[config.mk]
export PLATFORM = sky130hd
export DESIGN_NAME = ssb_sense_builder
export DESIGN_NICKNAME = d
export VERILOG_FILES = /design/src/common/ssb_pkg.sv /design/src/hdl/ssb_sense_builder.sv
export VERILOG_INCLUDE_DIRS = /design/src /design/src/common
export SDC_FILE = /design/constraint.sdc
export NUM_CORES = 1
export LEC_CHECK = 0
export ABC_CLOCK_PERIOD_IN_PS = 2590
export BUFFER_PORTS_ARGS = -buffer_cell sky130_fd_sc_hd__buf_2
export CORE_ASPECT_RATIO = 0.6
export CORE_UTILIZATION = 40
export CTS_CLUSTER_DIAMETER = 50
export CTS_CLUSTER_SIZE = 14
export DETAILED_ROUTE_END_ITERATION = 12
export PLACE_DENSITY = 0.56
export SLEW_MARGIN = 20
export SYNTH_ARGS = -nofsm -noshare
export SYNTH_HDL_FRONTEND = slang
export SYNTH_SLANG_ARGS = --single-unit
[constraint.sdc]
create_clock -name MCLK -period 2.59 [get_ports MCLK]
set_clock_uncertainty 0.05 [all_clocks]
set_input_delay 0.259 -clock MCLK [delete_from_list [all_inputs] [get_ports MCLK]]
set_output_delay 0.259 -clock MCLK [all_outputs]
set_load 0.01 [all_outputs]
[src/common/ssb_regs.svh]
// Register offsets, field positions and fixed sense values of the sense data builder.
`ifndef SSB_REGS_SVH
`define SSB_REGS_SVH
`define SSB_OFF_CTRL      8'h00
`define SSB_OFF_POST      8'h04
`define SSB_OFF_FIELD     8'h08
`define SSB_OFF_STATUS    8'h0C
`define SSB_OFF_COUNT     8'h10
`define SSB_CTRL_NRDY     0
`define SSB_CTRL_CLR      1
`define SSB_POST_KEY_LO   0
`define SSB_POST_ASC_LO   8
`define SSB_POST_ADDITIONAL_CODE_QUALIFIER_LO  16
`define SSB_POST_CD       24
`define SSB_POST_BPV      25
`define SSB_POST_BP_LO    28
`define SSB_REC_LEN       5'h12
`define SSB_IDX_LAST      5'h11
`define SSB_ERR_CURRENT   7'h70
`define SSB_ADD_LEN       8'h0A
`define SSB_KEY_NONE      4'h0
`define SSB_KEY_NRDY      4'h2
`define SSB_KEY_HW        4'h4
`define SSB_KEY_ILL       4'h5
`define SSB_KEY_UA        4'h6
`define SSB_KEY_ABORT     4'hB
`define SSB_ASC_NRDY      8'h04
`define SSB_ASC_HW        8'h44
`define SSB_ASC_UA        8'h28
`define SSB_ASC_ABORT     8'h00
`define SSB_ZERO8         8'h00
`define SSB_ZERO32        32'h0000_0000
`endif

[src/common/ssb_pkg.sv]
// Types shared by the sense data builder.
package ssb_pkg;
  typedef enum logic [1:0] {
    SSB_IDLE = 2'b01,
    SSB_SEND = 2'b10
  } ssb_state_t;
  typedef logic [3:0] ssb_key_t;
endpackage

[src/hdl/ssb_sense_builder.sv]
// Sense record store and Request Sense data-in engine with a plain register port.
`include "ssb_regs.svh"
module ssb_sense_builder (
  // Clock and reset
  input  wire logic        MCLK,
  input  wire logic        RSTN,
  // Register port
  input  wire logic [7:0]  REG_ADDR,
  input  wire logic [31:0] REG_WDATA,
  input  wire logic        REG_WR,
  input  wire logic        REG_RD,
  output logic      [31:0] REG_RDATA,
  // Asynchronous event pins
  input  wire logic        UNIT_ATTN_PIN,
  input  wire logic        HW_FAULT_PIN,
  // Command engine events
  input  wire logic        CMD_ABORT,
  // Sense request
  input  wire logic        REQ_START,
  input  wire logic [7:0]  REQ_ALLOC,
  input  wire logic        REQ_FATAL,
  // Data-in byte stream
  output logic             DATA_VALID,
  output logic      [7:0]  DATA_BYTE,
  input  wire logic        DATA_READY,
  // Completion
  output logic             SENSE_DONE,
  output logic             STATUS_CHECK
);

  ssb_pkg::ssb_state_t state_reg;
  ssb_pkg::ssb_key_t   key_reg;
  ssb_pkg::ssb_key_t   key_next;
  ssb_pkg::ssb_key_t   snap_key_reg;
  logic        pend_reg;
  logic        not_ready_reg;
  logic [7:0]  asc_reg;
  logic [7:0]  additional_code_qualifier_reg;
  logic        cd_reg;
  logic        bpv_reg;
  logic [2:0]  bp_reg;
  logic [15:0] fp_reg;
  logic [15:0] fp_stage_reg;
  logic [7:0]  asc_next;
  logic [7:0]  additional_code_qualifier_next;
  logic        cd_next;
  logic        bpv_next;
  logic [2:0]  bp_next;
  logic [15:0] fp_next;
  logic        post_any;
  logic        snap_pend_reg;
  logic [7:0]  snap_asc_reg;
  logic [7:0]  snap_additional_code_qualifier_reg;
  logic        snap_cd_reg;
  logic        snap_bpv_reg;
  logic [2:0]  snap_bp_reg;
  logic [15:0] snap_fp_reg;
  logic [4:0]  idx_reg;
  logic [4:0]  len_reg;
  logic [4:0]  count_reg;
  logic [7:0]  byte_reg;
  logic        done_reg;
  logic        check_reg;
  logic [31:0] rdata_reg;
  logic        ua_s1_reg;
  logic        ua_s2_reg;
  logic        ua_s3_reg;
  logic        hw_s1_reg;
  logic        hw_s2_reg;
  logic        hw_s3_reg;
  logic        ua_event;
  logic        hw_event;
  logic        sw_post;
  logic        sw_clear;
  logic        start_ok;
  logic        accept;
  logic        last;
  logic [4:0]  len_calc;

  // One byte of the eighteen-byte record built from a stored snapshot.
  function automatic logic [7:0] sense_byte(
    input logic [4:0]        idx,
    input logic              pend,
    input ssb_pkg::ssb_key_t key,
    input logic [7:0]        additional_code,
    input logic [7:0]        additional_code_qualifier,
    input logic              cd,
    input logic              bit_pointer_valid,
    input logic [2:0]        bp,
    input logic [15:0]       fp
  );
    logic key_specific_valid;
    key_specific_valid = (key == `SSB_KEY_ILL);
    case (idx)
      5'd0:    sense_byte = {1'b0, pend ? `SSB_ERR_CURRENT : 7'h00};
      5'd1:    sense_byte = `SSB_ZERO8;
      5'd2:    sense_byte = {4'h0, key};
      5'd7:    sense_byte = `SSB_ADD_LEN;
      5'd12:   sense_byte = additional_code;
      5'd13:   sense_byte = additional_code_qualifier;
      5'd14:   sense_byte = `SSB_ZERO8;
      5'd15:   sense_byte = key_specific_valid ? {1'b1, cd, 2'b00, bit_pointer_valid, bp} : `SSB_ZERO8;
      5'd16:   sense_byte = key_specific_valid ? fp[15:8] : `SSB_ZERO8;
      5'd17:   sense_byte = key_specific_valid ? fp[7:0] : `SSB_ZERO8;
      default: sense_byte = `SSB_ZERO8;
    endcase
  endfunction

  // Pins are synchronised; only the second and third stages feed the edge detector.
  always_ff @(posedge MCLK or negedge RSTN) begin
    if (!RSTN) begin
      ua_s1_reg <= 1'b0;
      ua_s2_reg <= 1'b0;
      ua_s3_reg <= 1'b0;
      hw_s1_reg <= 1'b0;
      hw_s2_reg <= 1'b0;
      hw_s3_reg <= 1'b0;
    end else begin
      ua_s1_reg <= UNIT_ATTN_PIN;
      ua_s2_reg <= ua_s1_reg;
      ua_s3_reg <= ua_s2_reg;
      hw_s1_reg <= HW_FAULT_PIN;
      hw_s2_reg <= hw_s1_reg;
      hw_s3_reg <= hw_s2_reg;
    end
  end

  assign ua_event = ua_s2_reg && !ua_s3_reg;
  assign hw_event = hw_s2_reg && !hw_s3_reg;
  assign sw_post  = REG_WR && (REG_ADDR == `SSB_OFF_POST);
  assign sw_clear = REG_WR && (REG_ADDR == `SSB_OFF_CTRL) && REG_WDATA[`SSB_CTRL_CLR];
  assign post_any = hw_event || ua_event || CMD_ABORT || sw_post;

  // The last error wins; simultaneous events rank by severity.
  always_comb begin
    key_next  = key_reg;
    asc_next  = asc_reg;
    additional_code_qualifier_next = additional_code_qualifier_reg;
    cd_next   = 1'b0;
    bpv_next  = 1'b0;
    bp_next   = 3'h0;
    fp_next   = 16'h0000;
    if (hw_event) begin
      key_next  = `SSB_KEY_HW;
      asc_next  = `SSB_ASC_HW;
      additional_code_qualifier_next = `SSB_ZERO8;
    end else if (ua_event) begin
      key_next  = `SSB_KEY_UA;
      asc_next  = `SSB_ASC_UA;
      additional_code_qualifier_next = `SSB_ZERO8;
    end else if (CMD_ABORT) begin
      key_next  = `SSB_KEY_ABORT;
      asc_next  = `SSB_ASC_ABORT;
      additional_code_qualifier_next = `SSB_ZERO8;
    end else if (sw_post) begin
      key_next  = REG_WDATA[`SSB_POST_KEY_LO +: 4];
      asc_next  = REG_WDATA[`SSB_POST_ASC_LO +: 8];
      additional_code_qualifier_next = REG_WDATA[`SSB_POST_ADDITIONAL_CODE_QUALIFIER_LO +: 8];
      if (key_next == `SSB_KEY_ILL) begin
        cd_next  = REG_WDATA[`SSB_POST_CD];
        bpv_next = REG_WDATA[`SSB_POST_BPV];
        bp_next  = bpv_next ? REG_WDATA[`SSB_POST_BP_LO +: 3] : 3'h0;
        fp_next  = fp_stage_reg;
      end
    end
  end

  // Stored error; a new event in the clearing cycle survives the clear.
  always_ff @(posedge MCLK or negedge RSTN) begin
    if (!RSTN) begin
      pend_reg <= 1'b0;
      key_reg  <= `SSB_KEY_NONE;
      asc_reg  <= `SSB_ZERO8;
      additional_code_qualifier_reg <= `SSB_ZERO8;
      cd_reg   <= 1'b0;
      bpv_reg  <= 1'b0;
      bp_reg   <= 3'h0;
      fp_reg   <= 16'h0000;
    end else if (post_any) begin
      pend_reg <= 1'b1;
      key_reg  <= key_next;
      asc_reg  <= asc_next;
      additional_code_qualifier_reg <= additional_code_qualifier_next;
      cd_reg   <= cd_next;
      bpv_reg  <= bpv_next;
      bp_reg   <= bp_next;
      fp_reg   <= fp_next;
    end else if (sw_clear || (accept && last)) begin
      pend_reg <= 1'b0;
      key_reg  <= `SSB_KEY_NONE;
      asc_reg  <= `SSB_ZERO8;
      additional_code_qualifier_reg <= `SSB_ZERO8;
      cd_reg   <= 1'b0;
      bpv_reg  <= 1'b0;
      bp_reg   <= 3'h0;
      fp_reg   <= 16'h0000;
    end
  end

  always_ff @(posedge MCLK or negedge RSTN) begin
    if (!RSTN) begin
      not_ready_reg <= 1'b0;
      fp_stage_reg  <= 16'h0000;
    end else if (REG_WR) begin
      if (REG_ADDR == `SSB_OFF_CTRL) begin
        not_ready_reg <= REG_WDATA[`SSB_CTRL_NRDY];
      end
      if (REG_ADDR == `SSB_OFF_FIELD) begin
        fp_stage_reg <= REG_WDATA[15:0];
      end
    end
  end

  assign start_ok = REQ_START && (state_reg == ssb_pkg::SSB_IDLE) && !REQ_FATAL;
  assign len_calc = (REQ_ALLOC < {3'h0, `SSB_REC_LEN}) ? REQ_ALLOC[4:0] : `SSB_REC_LEN;
  assign accept   = (state_reg == ssb_pkg::SSB_SEND) && DATA_READY;
  assign last     = (idx_reg == len_reg - 5'd1);

  // Snapshot taken at the start so a mid-transfer post cannot tear the record.
  always_ff @(posedge MCLK or negedge RSTN) begin
    if (!RSTN) begin
      snap_pend_reg <= 1'b0;
      snap_key_reg  <= `SSB_KEY_NONE;
      snap_asc_reg  <= `SSB_ZERO8;
      snap_additional_code_qualifier_reg <= `SSB_ZERO8;
      snap_cd_reg   <= 1'b0;
      snap_bpv_reg  <= 1'b0;
      snap_bp_reg   <= 3'h0;
      snap_fp_reg   <= 16'h0000;
    end else if (start_ok) begin
      snap_pend_reg <= pend_reg;
      snap_cd_reg   <= cd_reg;
      snap_bpv_reg  <= bpv_reg;
      snap_bp_reg   <= bp_reg;
      snap_fp_reg   <= fp_reg;
      if (!pend_reg && not_ready_reg) begin
        snap_key_reg  <= `SSB_KEY_NRDY;
        snap_asc_reg  <= `SSB_ASC_NRDY;
        snap_additional_code_qualifier_reg <= `SSB_ZERO8;
      end else begin
        snap_key_reg  <= key_reg;
        snap_asc_reg  <= asc_reg;
        snap_additional_code_qualifier_reg <= additional_code_qualifier_reg;
      end
    end
  end

  always_ff @(posedge MCLK or negedge RSTN) begin
    if (!RSTN) begin
      state_reg <= ssb_pkg::SSB_IDLE;
      idx_reg   <= 5'h00;
      len_reg   <= 5'h00;
      count_reg <= 5'h00;
      done_reg  <= 1'b0;
      check_reg <= 1'b0;
    end else begin
      done_reg <= 1'b0;
      case (state_reg)
        ssb_pkg::SSB_IDLE: begin
          if (REQ_START && REQ_FATAL) begin
            done_reg  <= 1'b1;
            check_reg <= 1'b1;
            count_reg <= 5'h00;
          end else if (start_ok) begin
            idx_reg   <= 5'h00;
            len_reg   <= len_calc;
            count_reg <= 5'h00;
            check_reg <= 1'b0;
            if (len_calc == 5'h00) begin
              done_reg <= 1'b1;
            end else begin
              state_reg <= ssb_pkg::SSB_SEND;
            end
          end
        end
        ssb_pkg::SSB_SEND: begin
          if (accept) begin
            idx_reg   <= idx_reg + 5'd1;
            count_reg <= count_reg + 5'd1;
            if (last) begin
              state_reg <= ssb_pkg::SSB_IDLE;
              done_reg  <= 1'b1;
              check_reg <= 1'b0;
            end
          end
        end
        default: begin
          state_reg <= ssb_pkg::SSB_IDLE;
        end
      endcase
    end
  end

  // While DATA_VALID is high the byte register holds the byte at the current index.
  always_ff @(posedge MCLK or negedge RSTN) begin
    if (!RSTN) begin
      byte_reg <= `SSB_ZERO8;
    end else if (start_ok) begin
      byte_reg <= sense_byte(5'h00, pend_reg, (!pend_reg && not_ready_reg) ? `SSB_KEY_NRDY : key_reg,
                             asc_reg, additional_code_qualifier_reg, cd_reg, bpv_reg, bp_reg, fp_reg);
    end else if (accept && !last) begin
      byte_reg <= sense_byte(idx_reg + 5'd1, snap_pend_reg, snap_key_reg, snap_asc_reg,
                             snap_additional_code_qualifier_reg, snap_cd_reg, snap_bpv_reg, snap_bp_reg, snap_fp_reg);
    end
  end

  always_ff @(posedge MCLK or negedge RSTN) begin
    if (!RSTN) begin
      rdata_reg <= `SSB_ZERO32;
    end else if (REG_RD) begin
      case (REG_ADDR)
        `SSB_OFF_CTRL:   rdata_reg <= {31'h0000_0000, not_ready_reg};
        `SSB_OFF_FIELD:  rdata_reg <= {16'h0000, fp_stage_reg};
        `SSB_OFF_STATUS: rdata_reg <= {24'h00_0000, key_reg, 1'b0, check_reg,
                                       state_reg == ssb_pkg::SSB_SEND, pend_reg};
        `SSB_OFF_COUNT:  rdata_reg <= {27'h000_0000, count_reg};
        default:         rdata_reg <= `SSB_ZERO32;
      endcase
    end else begin
      rdata_reg <= `SSB_ZERO32;
    end
  end

  assign REG_RDATA    = rdata_reg;
  assign DATA_VALID   = (state_reg == ssb_pkg::SSB_SEND);
  assign DATA_BYTE    = byte_reg;
  assign SENSE_DONE   = done_reg;
  assign STATUS_CHECK = check_reg;

  a_fatal_check: assert property (@(posedge MCLK) disable iff (!RSTN)
    (REQ_START && REQ_FATAL && state_reg == ssb_pkg::SSB_IDLE) |=> (SENSE_DONE && STATUS_CHECK && !DATA_VALID))
    else $error("fatal sense request did not end with check condition");
  a_zero_alloc: assert property (@(posedge MCLK) disable iff (!RSTN)
    (start_ok && REQ_ALLOC == 8'h00) |=> (SENSE_DONE && !STATUS_CHECK && !DATA_VALID))
    else $error("zero allocation still sent data");
  a_good_end: assert property (@(posedge MCLK) disable iff (!RSTN)
    (accept && last) |=> (SENSE_DONE && !STATUS_CHECK && !DATA_VALID))
    else $error("sense transfer did not end with good status");
  a_trunc_count: assert property (@(posedge MCLK) disable iff (!RSTN)
    (SENSE_DONE && !STATUS_CHECK) |-> (count_reg == len_reg || len_reg == 5'h00))
    else $error("byte count differs from truncated length");
  a_seg_zero: assert property (@(posedge MCLK) disable iff (!RSTN)
    (DATA_VALID && idx_reg == 5'd1) |-> (DATA_BYTE == 8'h00))
    else $error("segment byte not zero");
  a_flags_zero: assert property (@(posedge MCLK) disable iff (!RSTN)
    (DATA_VALID && idx_reg == 5'd2) |-> (DATA_BYTE[7:4] == 4'h0 && DATA_BYTE[3:0] == snap_key_reg))
    else $error("byte two flags not zero or key wrong");
  a_info_zero: assert property (@(posedge MCLK) disable iff (!RSTN)
    (DATA_VALID && ((idx_reg >= 5'd3 && idx_reg <= 5'd6) || (idx_reg >= 5'd8 && idx_reg <= 5'd11)))
    |-> (DATA_BYTE == 8'h00))
    else $error("information bytes not zero");
  a_fru_zero: assert property (@(posedge MCLK) disable iff (!RSTN)
    (DATA_VALID && idx_reg == 5'd14) |-> (DATA_BYTE == 8'h00))
    else $error("unit code byte not zero");
  a_add_len: assert property (@(posedge MCLK) disable iff (!RSTN)
    (DATA_VALID && idx_reg == 5'd7) |-> (DATA_BYTE == 8'h0A))
    else $error("additional length byte wrong");
  a_key_specific_valid_key: assert property (@(posedge MCLK) disable iff (!RSTN)
    (DATA_VALID && idx_reg == 5'd15) |-> (DATA_BYTE[7] == (snap_key_reg == 4'h5)))
    else $error("key specific valid disagrees with key");
  a_err_code: assert property (@(posedge MCLK) disable iff (!RSTN)
    (DATA_VALID && idx_reg == 5'd0) |-> (DATA_BYTE == (snap_pend_reg ? 8'h70 : 8'h00)))
    else $error("error code byte wrong");
  a_byte_order: assert property (@(posedge MCLK) disable iff (!RSTN)
    (accept && !last) |=> (DATA_VALID && idx_reg == $past(idx_reg) + 5'd1))
    else $error("sense bytes not in ascending order");
  a_hw_key: assert property (@(posedge MCLK) disable iff (!RSTN)
    hw_event |=> (pend_reg && key_reg == 4'h4))
    else $error("hardware fault not stored as key 4");

endmodule // ssb_sense_builder

Yosys cells after proc, flatten, opt, wreduce, memory -nomap -nowiden
Index checks and enable logic that the tools add are counted.
{"block": "totals", "word_cells": 179, "regBits": 150, "input_bits": 58, "out_inout_bits": 43}
{"block": "classes", "eq_ne": 23, "reduce_logical": 35, "bitwise_logic": 1, "magnitude_cmp": 1, "mux": 84, "add_sub_neg": 3}
{"op": "$mux W8", "n": 18}
{"op": "$mux W16", "n": 8}
{"op": "$pmux W16 S4", "n": 1}
{"op": "$pmux W8 S8", "n": 1}
{"op": "$mux W5", "n": 6}
{"op": "$mux W4", "n": 7}
{"op": "$mux W3", "n": 8}
{"op": "$mux W1", "n": 23}
{"op": "$pmux W5 S2", "n": 2}
{"op": "$eq A8 B4 Y1 const B", "n": 2}
{"op": "$eq A5 B4 Y1 const B", "n": 3}
{"op": "$mux W7", "n": 2}
{"op": "$logic_and A1 B1 Y1", "n": 12}
{"op": "$add A5 B1 Y5 const B", "n": 2}
{"op": "$eq A5 B5 Y1 const B", "n": 2}
{"op": "$logic_not A5 Y1", "n": 2}
{"op": "$mux W2", "n": 5}
{"op": "$eq A4 B3 Y1 const B", "n": 2}
{"op": "$eq A8 B3 Y1 const B", "n": 1}
{"op": "$eq A8 B5 Y1 const B", "n": 1}
{"op": "$logic_not A8 Y1", "n": 1}
{"op": "$lt A8 B5 Y1 const B", "n": 1}
{"op": "$reduce_and A4 Y1", "n": 2}
{"op": "$ne A2 B2 Y1 const B", "n": 3}
{"op": "18 further kinds", "n": 32}

Longest topological paths before layout
Gate-level depths: netlist (run 1).
{"block": "logic_depth", "ltp_word": 7, "depth_mapped": 9, "mapped_depth_nobuf": 8}

Worst setup path before layout (run 1)
OpenSTA, ideal clock, no wires.
{"block": "synth_timing", "path_kind": "flip-flop to flip-flop", "start": "register idx_reg[0]", "end": "register byte_reg[5] (netlist: DATA_BYTE[5])", "slack_ns": 0.421, "stages_incl_launch_ff": 10, "setup_time_ns": 0.126, "arrival_ns": 1.993, "period_less_slack_ns": 2.169, "path_buffers": 3, "t_required_ns": 2.414, "cell_sequence": "dfrtp_1 > clkbuf_1 > inv_1 > ha_1 > clkbuf_1 > clkbuf_1 > nand2_1 > a21oi_1 > or2_2 > a221o_1"}
{"block": "synth_between", "elab_chain_cells": 5, "word_cells_on_any_way": 16, "classes_between": "add/sub: 1; eq/ne: 8; mux: 3; reduce/logical: 4"}
{"item": "start, declared", "line_no": "ssb_sense_builder.sv:58", "source": "logic [4:0] idx_reg;"}
{"item": "start signal, assigned", "line_no": "ssb_sense_builder.sv:278", "source": "idx_reg <= idx_reg + 5'd1;"}
{"item": "$add A5 B1 Y5", "line_no": "ssb_sense_builder.sv:302", "source": "byte_reg <= sense_byte(idx_reg + 5'd1, snap_pend_reg, snap_key_reg, snap_asc_reg,"}
{"item": "$eq A5 B5 Y1, or another cell as far along", "line_no": "ssb_sense_builder.sv:94", "source": "case (idx)"}
{"item": "$pmux W8 S8", "line_no": "ssb_sense_builder.sv:94"}
{"item": "$mux W8", "line_no": "ssb_sense_builder.sv:301", "source": "end else if (accept && !last) begin"}
{"item": "$mux W8", "line_no": "ssb_sense_builder.sv:298", "source": "end else if (start_ok) begin"}
{"item": "end signal, assigned", "line_no": "ssb_sense_builder.sv:297", "source": "byte_reg <= `SSB_ZERO8;"}
{"item": "end signal, assigned", "line_no": "ssb_sense_builder.sv:299", "source": "byte_reg <= sense_byte(5'h00, pend_reg, (!pend_reg && not_ready_reg) ? `SSB_KEY_NRDY : key_reg,"}
{"item": "end signal, assigned", "line_no": "ssb_sense_builder.sv:302"}
{"item": "end, declared", "line_no": "ssb_sense_builder.sv:61", "source": "logic [7:0] byte_reg;"}
Parallel ways exist; a longest one is shown, timed or not. The select of a mux whose other input is x is not followed.
A chain may end at the register's enable or synchronous reset.

Worst setup path in the final report (run 1)
{"block": "layout_timing", "start": "register len_reg[0]", "end": "register byte_reg[4] (netlist: DATA_BYTE[4])"}
{"block": "layout_between", "elab_chain_cells": 5}
{"item": "start, declared", "line_no": "ssb_sense_builder.sv:59", "source": "logic [4:0] len_reg;"}
{"item": "start signal, assigned", "line_no": "ssb_sense_builder.sv:266", "source": "len_reg <= len_calc;"}
{"item": "$sub A5 B1 Y5", "line_no": "ssb_sense_builder.sv:217", "source": "assign last = (idx_reg == len_reg - 5'd1);"}
{"item": "$eq A5 B5 Y1", "line_no": "ssb_sense_builder.sv:217"}
{"item": "$logic_not A1 Y1", "line_no": "ssb_sense_builder.sv:301"}
{"item": "$logic_and A1 B1 Y1", "line_no": "ssb_sense_builder.sv:301"}
{"item": "$reduce_bool A2 Y1 (no source line)"}
No other way between the ends.

==> metrics.cfg, run 1 <==
[cts]
cts_setup_buffers = 0
cts_buffer_depth = 2
htree_levels = 4
clock_latency_ns = 0.42
cts_tree = built
clock_sinks = 150
clk_transition_reported_paths_ns = 0.06
cts_root_buffer = clkbuf_16
numCtsBuffers = 17

[pwr]
power_frac_seq_pct = 42.0
net-switching-power_uw = 1875
clkPwrFrac_pct = 42.1
p_per_area_mw_per_mm2 = 779.2
combPwrFrac_pct = 15.9
p_leak_uw = 0.004083
switching_share_pct = 29.52
irDropWorstVdd_mv = 0.4962
p_int_uw = 4476

[drt]
drt-pass1-iter-count = 6
drc = 0
vias = 5119
via_per_inst = 5.321
antenna_left = 0
drt_iter0_drc = 340
routed_wl_um = 17060
wl_per_cell_um = 17.73

[floorplanning]
initial_core_util_pct = 41.46
fp.dieH_um = 103.1
die_w_um = 170.5
core_area_sq_mm = 0.01644
die-area_sq_mm = 0.01758
rows = 36
io-pin-count = 101

[global_route]
grt-ovfl-total = 0
grtUsageTotal_pct = 20.84
grt_max_degree = 64
antenna_found_initial = 0
grt_pass1_vias = 4964
grt_pass1_wl_um = 27470

[logic_synthesis]
yosysMostFrequentCell = dfrtp_1
ys_types = 65
ys_ff_latch = 150
synth_top_area_share_pct = 54.70
synth_largest_area_cell = dfrtp_1
ys_top_cells_by_count = 149 x dfrtp_1, 123 x nand2_1, 40 x a22o_1
postSynth.asyncResetShare_pct = 100.0
synth_area_leaders = dfrtp_1 55%, nand2_1 6.8%, a22o_1 5.1%
syn_avg_cell_area_sq_um = 10.72
synthFlopType = dfrtp_1
synth_area_sq_mm = 0.006817
syn_inst = 636
synth_edf_count = 0
synth_warnings = 0
ys_seq_area_share_pct = 55.08

[worst_setup_path]
criticalPathCategory = reg -> reg
crit_path_end = DATA_BYTE[4]
critPathBufInv = 2
critPathMaxStageDelay_ns = 0.41
reg2reg_depth = 8
crit_arrival_ns = 2.74
cp-start-kind = register
regToRegSetupSlack_ns = 0.16
worstPathRequired_ns = 2.89
critPathMaxFanout = 8
worst_r2r_endpoint = DATA_BYTE[4]
crit_family = compound AO/OA/AOI/OAI gates
cp_cell_sequence = inv_1, ha_1, inv_1, o41ai_1, o31ai_2, o21ai_1, and2_1, a221o_1
critical_path_depth = 8
critPathLaunch = len_reg[0]
crit_path_top_delay_cell = o41ai_1
crit_top_cell = inv_1
regToRegStartpoint = len_reg[0]
end_kind = register

[place]
dpl_worst_slack_ns = 0.03305
hpwl_um = 12180
portBuffers = 81
post_dp_cell_area_sq_mm = 0.007460
gp_congestion = 0.8264

[outcome]
status = finished clean

[hold_path]
min_path_type = in -> reg

[finish]
diodes = 0
synthToLayoutAreaGrowth_pct = 19.57
final_area_sq_mm = 0.008150
nNetsFinal = 788
final_util_pct = 49.57
drive_gt1_share_pct = 23.02

[timing]
period_share_pct = 94.00
finalSetupViolCount = 0
slew_violations = 0
relSlewSlack_pct = 56.56
hold_viol_final = 0
tightest_slew_ns = 0.6502
fmax_mhz = 410.7
worst_slack_ns = 0.1554
period_needed_ns = 2.435
setup-tns-final_ns = 0

[job]
drv_cap = 0

[final cells by class]
class,count,area (sq um)
tap,228,285.3
clock inverter,14,201.4
inverter,19,71.32
multi-input combinational,429,2766
clock buffer,18,439.2
sequential,150,3755
timing repair buffer,104,631.9
fill,1501,8290
[per-layer routing]
layer / part of all wire [%] / track usage, % / wire [um] / vias up
met5: 0 / 0 / 0 / -
met4: 0.82 / 6.237 / 140 / 0
met3: 5.4 / 4.607 / 929 / 13
met2: 41 / 29.04 / 6991 / 148
met1: 53 / 31.91 / 8997 / 2544
li1: - / - / - / 2414
[per-stage QoR]
| stage | cells | total power (uW) | hold WS [ns] |
|---|---|---|---|
| floorplan | 651 | 3317 | -0.08659 |
| global placement | 926 | 3665 | 0.2353 |
| detailed placement | 926 | 3702 | 0.2548 |
| CTS | 962 | 6383 | 0.0007923 |
| global route | 962 | 6630 | 0.0006365 |
| finish | 962 | 6350 | 0.01242 |
[worst min path at each step]
stage | slack [ns] | start | depth (start not counted) | to
floorplan | -0.09 | RSTN | 0 | DATA_BYTE[0]
global placement | 0.24 | RSTN | 1 | DATA_BYTE[0]
detailed placement | 0.25 | RSTN | 1 | DATA_BYTE[2]
CTS | 0.0008 | REG_WDATA[23] | 2 | additional_code_qualifier_reg[7]
global route | 0.0006 | REG_WDATA[7] | 2 | fp_stage_reg[7]
finish | 0.01 | REG_WDATA[22] | 2 | additional_code_qualifier_reg[6]
[power groups by stage]
| stage | clock, uW | sequential [uW] | combinational [uW] |
|---|---|---|---|
| floorplan | 0 | 2670 | 648 |
| global placement | 0 | 2700 | 969 |
| detailed placement | 0 | 2710 | 995 |
| CTS | 2710 | 2660 | 1010 |
| global route | 2810 | 2690 | 1130 |
| finish | 2670 | 2670 | 1010 |
[cell families after synthesis]
kind of cell	count (synthesis)	share of synthesized area, %
adders and majority gates	9	1.652
buffers and inverters	72	5.341
AOI/OAI and AO/OA	142	16.89
xor gates and xnor gates	11	1.413
other	1	0.05501
DFF	150	55.08
and+or+nand+nor	233	16.06
muxes	18	3.506
[layout by cell type, fill, tap and decap left out, types with 10 or more instances in the layout]
cell       Yosys  routed
conb_1         1      16
mux2_4        10      10
a21oi_1       13      13
nand2_1      123     123
clkbuf_16      0      17
o21ai_0       10      10
inv_1         18      18
dfrtp_1      149     149
a22o_1        40      40
a22oi_1       16      16
a21o_1        10      10
nor2_1        28      26
buf_4         19      16
nand3_1       26      26
buf_2          6      80
[repair_timing]
item                                    in CTS  in global routing
gates resized for setup                      0                  3
hold buffers                                 4                  0
endpoints found under the setup margin       0                 47
hold endpoints to repair                    63                  0
No activity file was read; power rests on OpenSTA's default activity.
==> run 2, diff against run 1 <==
--- a/config.mk
+++ b/config.mk
@@ -8,12 +8,15 @@
 export LEC_CHECK = 0
 export ABC_CLOCK_PERIOD_IN_PS = 2590
 export BUFFER_PORTS_ARGS = -buffer_cell sky130_fd_sc_hd__buf_2
+export CELL_PAD_IN_SITES_DETAIL_PLACEMENT = 0
+export CELL_PAD_IN_SITES_GLOBAL_PLACEMENT = 2
 export CORE_ASPECT_RATIO = 0.6
-export CORE_UTILIZATION = 40
+export CORE_UTILIZATION = 37
 export CTS_CLUSTER_DIAMETER = 50
 export CTS_CLUSTER_SIZE = 14
 export DETAILED_ROUTE_END_ITERATION = 12
-export PLACE_DENSITY = 0.56
+export HOLD_SLACK_MARGIN = 0.08
+export PLACE_DENSITY = 0.77
 export SLEW_MARGIN = 20
 export SYNTH_ARGS = -nofsm -noshare
 export SYNTH_HDL_FRONTEND = slang
==> metrics.cfg, run 2 (synthesis gave the netlist of run 1 again) <==
[cts]
cts_root_buffer = clkbuf_16  ; unchanged
cts_buffer_depth = 2  ; unchanged
numCtsBuffers = 17  ; unchanged
cts_setup_buffers = 0  ; unchanged
cts_tree = built  ; unchanged
clk_transition_reported_paths_ns = 0.07  ; was 0.06 ns
clock_latency_ns = 0.43  ; was 0.42 ns
htree_levels = 4  ; unchanged
clock_sinks = 150  ; unchanged

[timing]
setup-tns-final_ns = 0  ; unchanged
finalSetupViolCount = 0  ; unchanged
whs_ns = 0.1338  ; was 0.01242 ns
hold_viol_final = 0  ; unchanged
fmax_mhz = 408.6  ; was 410.7 MHz
relSlewSlack_pct = 62.21  ; was 56.56%
period_needed_ns = 2.447  ; was 2.435 ns
tightest_slew_ns = 0.5648  ; was 0.6502 ns
slew_violations = 0  ; unchanged
period_share_pct = 94.49  ; was 94.00%
rsz0062_at_grt = true

[global_route]
antenna_found_initial = 0  ; unchanged
grt_pass1_vias = 5008  ; was 4964
grt_max_degree = 75  ; was 64
grt_pass1_wl_um = 28130  ; was 27470 um
grtUsageTotal_pct = 19.84  ; was 20.84%
grt-ovfl-total = 0  ; unchanged

[worst_setup_path]
critPathBufInv = 3  ; was 2
critPathMaxFanout = 42  ; was 8
regToRegSetupSlack_ns = 0.14  ; was 0.16 ns
cp-start-kind = register  ; unchanged
critical_path_depth = 9  ; was 8
criticalPathCategory = reg -> reg  ; unchanged
critPathMaxStageDelay_ns = 0.42  ; was 0.41 ns
critPathLaunch = len_reg[0]  ; unchanged
regToRegStartpoint = len_reg[0]  ; unchanged
crit_arrival_ns = 2.71  ; was 2.74 ns
worst_r2r_endpoint = key_reg[2]  ; was DATA_BYTE[4]
crit_path_top_delay_cell = a2111o_1  ; was o41ai_1
crit_top_cell = inv_1  ; unchanged
cp_cell_sequence = inv_1, ha_1, inv_1, o41ai_1, o31ai_2, nor2_2, a221oi_4, buf_12, a2111o_1  ; was inv_1, ha_1, inv_1, o41ai_1, o31ai_2, o21ai_1, and2_1, a221o_1
worstPathRequired_ns = 2.86  ; was 2.89 ns
crit_family = compound AO/OA/AOI/OAI gates  ; unchanged
crit_path_end = key_reg[2]  ; was DATA_BYTE[4]
end_kind = register  ; unchanged
reg2reg_depth = 9  ; was 8

[place]
dp_cells = 941  ; was 926
gp_congestion = 0.7915  ; was 0.8264
hpwl_um = 12260  ; was 12180 um
portBuffers = 81  ; unchanged

[floorplanning]
fp.dieH_um = 107.1  ; was 103.1 um
die-area_sq_mm = 0.01899  ; was 0.01758 sq mm
io-pin-count = 101  ; unchanged
core_area_sq_mm = 0.01807  ; was 0.01644 sq mm
initial_core_util_pct = 37.73  ; was 41.46%
die_w_um = 177.2  ; was 170.5 um
rows = 38  ; was 36

[finish]
drive_gt1_share_pct = 22.08  ; was 23.02%
register_area_sq_mm = 0.003755  ; unchanged
synthToLayoutAreaGrowth_pct = 24.72  ; was 19.57%
multi_input_comb_area_sq_mm = 0.002764  ; was 0.002766 sq mm
nNetsFinal = 824  ; was 788
layout_commonest_cell = dfrtp_1  ; unchanged
diodes = 0  ; unchanged
fillCellCount = 1703  ; was 1501
final_cells = 1010  ; was 962
mostFrequentLayoutCells = 149 x dfrtp_1, 123 x nand2_1, 80 x buf_2  ; unchanged

[pwr]
irDropWorstVdd_mv = 0.4537  ; was 0.4962 mV
p_leak_uw = 0.004217  ; was 0.004083 uW
finalPower_uw = 6274  ; was 6350 uW
p_per_area_mw_per_mm2 = 737.9  ; was 779.2 mW/mm^2

[drt]
drt_iter0_drc = 403  ; was 340
routed_wl_um = 17390  ; was 17060 um
via_per_inst = 5.141  ; was 5.321
vias = 5192  ; was 5119
antenna_left = 0  ; unchanged
drc = 0  ; unchanged
wl_per_cell_um = 17.22  ; was 17.73 um
drt-pass1-iter-count = 5  ; was 6

[job]
drv_cap = 0  ; unchanged

[hold_path]
hold_start = REG_RD  ; was REG_WDATA[22]
min_path_type = in -> reg  ; unchanged

[outcome]
status = finished clean  ; unchanged

==> run 2: cell count changes in the layout (fill, tap and decap cells not counted), sizes merged <==
cell         change
dlygate4sd3     +33
inv              -6
clkinvlp         +4
buf              +3
clkbuf           +1
clkinv           +1
==> run 2: final cells by class <==
class	count	area share [%]
flip-flops and latches	150	44.16
multi-input cells	429	32.51
well taps	240	3.532
repair buffers	140	11.73
inverters	19	0.8389
clock buffers	19	5.210
clock inverters	13	2.016
==> run 2: worst min-delay path by stage <==
stage	endpoint	slack, ns	cells past startpoint
CTS	SENSE_DONE	0.12	3
global placement	DATA_BYTE[2]	0.10	1
floorplan	DATA_BYTE[0]	-0.09	0
detailed placement	DATA_BYTE[0]	0.10	1
finish	REG_RDATA[15]	0.13	2
global route	fp_stage_reg[1]	0.13	2
==> run 2: routing by layer <==
metal / vias up / global-route usage [%] / part of all wire (%)
li1: 2491 / - / -
met1: 2562 / 31.83 / 55
met2: 123 / 25.84 / 40
met3: 16 / 4.291 / 4.1
met4: 0 / 5.788 / 1.1
met5: - / 0 / 0
==> run 2: timing repair <==
item                                    in CTS  in global routing
resized for setup                            0                  2
hold buffers                                37                  0
hold endpoints to repair                   192                  0
endpoints found under the setup margin       0                 48
==> run 2: metrics by stage <==
stage                     area, sq um  worst slack [ns]  utilization [%]
final                            8502            0.1428            47.06
after global routing             8502          -0.03660            47.06
after CTS                        8494           0.06897            47.02
after detailed placement         7510            0.1115            41.57
after global placement           7510            0.1630            41.57
after floorplan                  6873            0.4208                -
==> run 2: where the power goes <==
part	switching (uW)	internal, uW
Sequential	141	2520
Combinational	643	402
Clock	1010	1550
Total	1800	4470
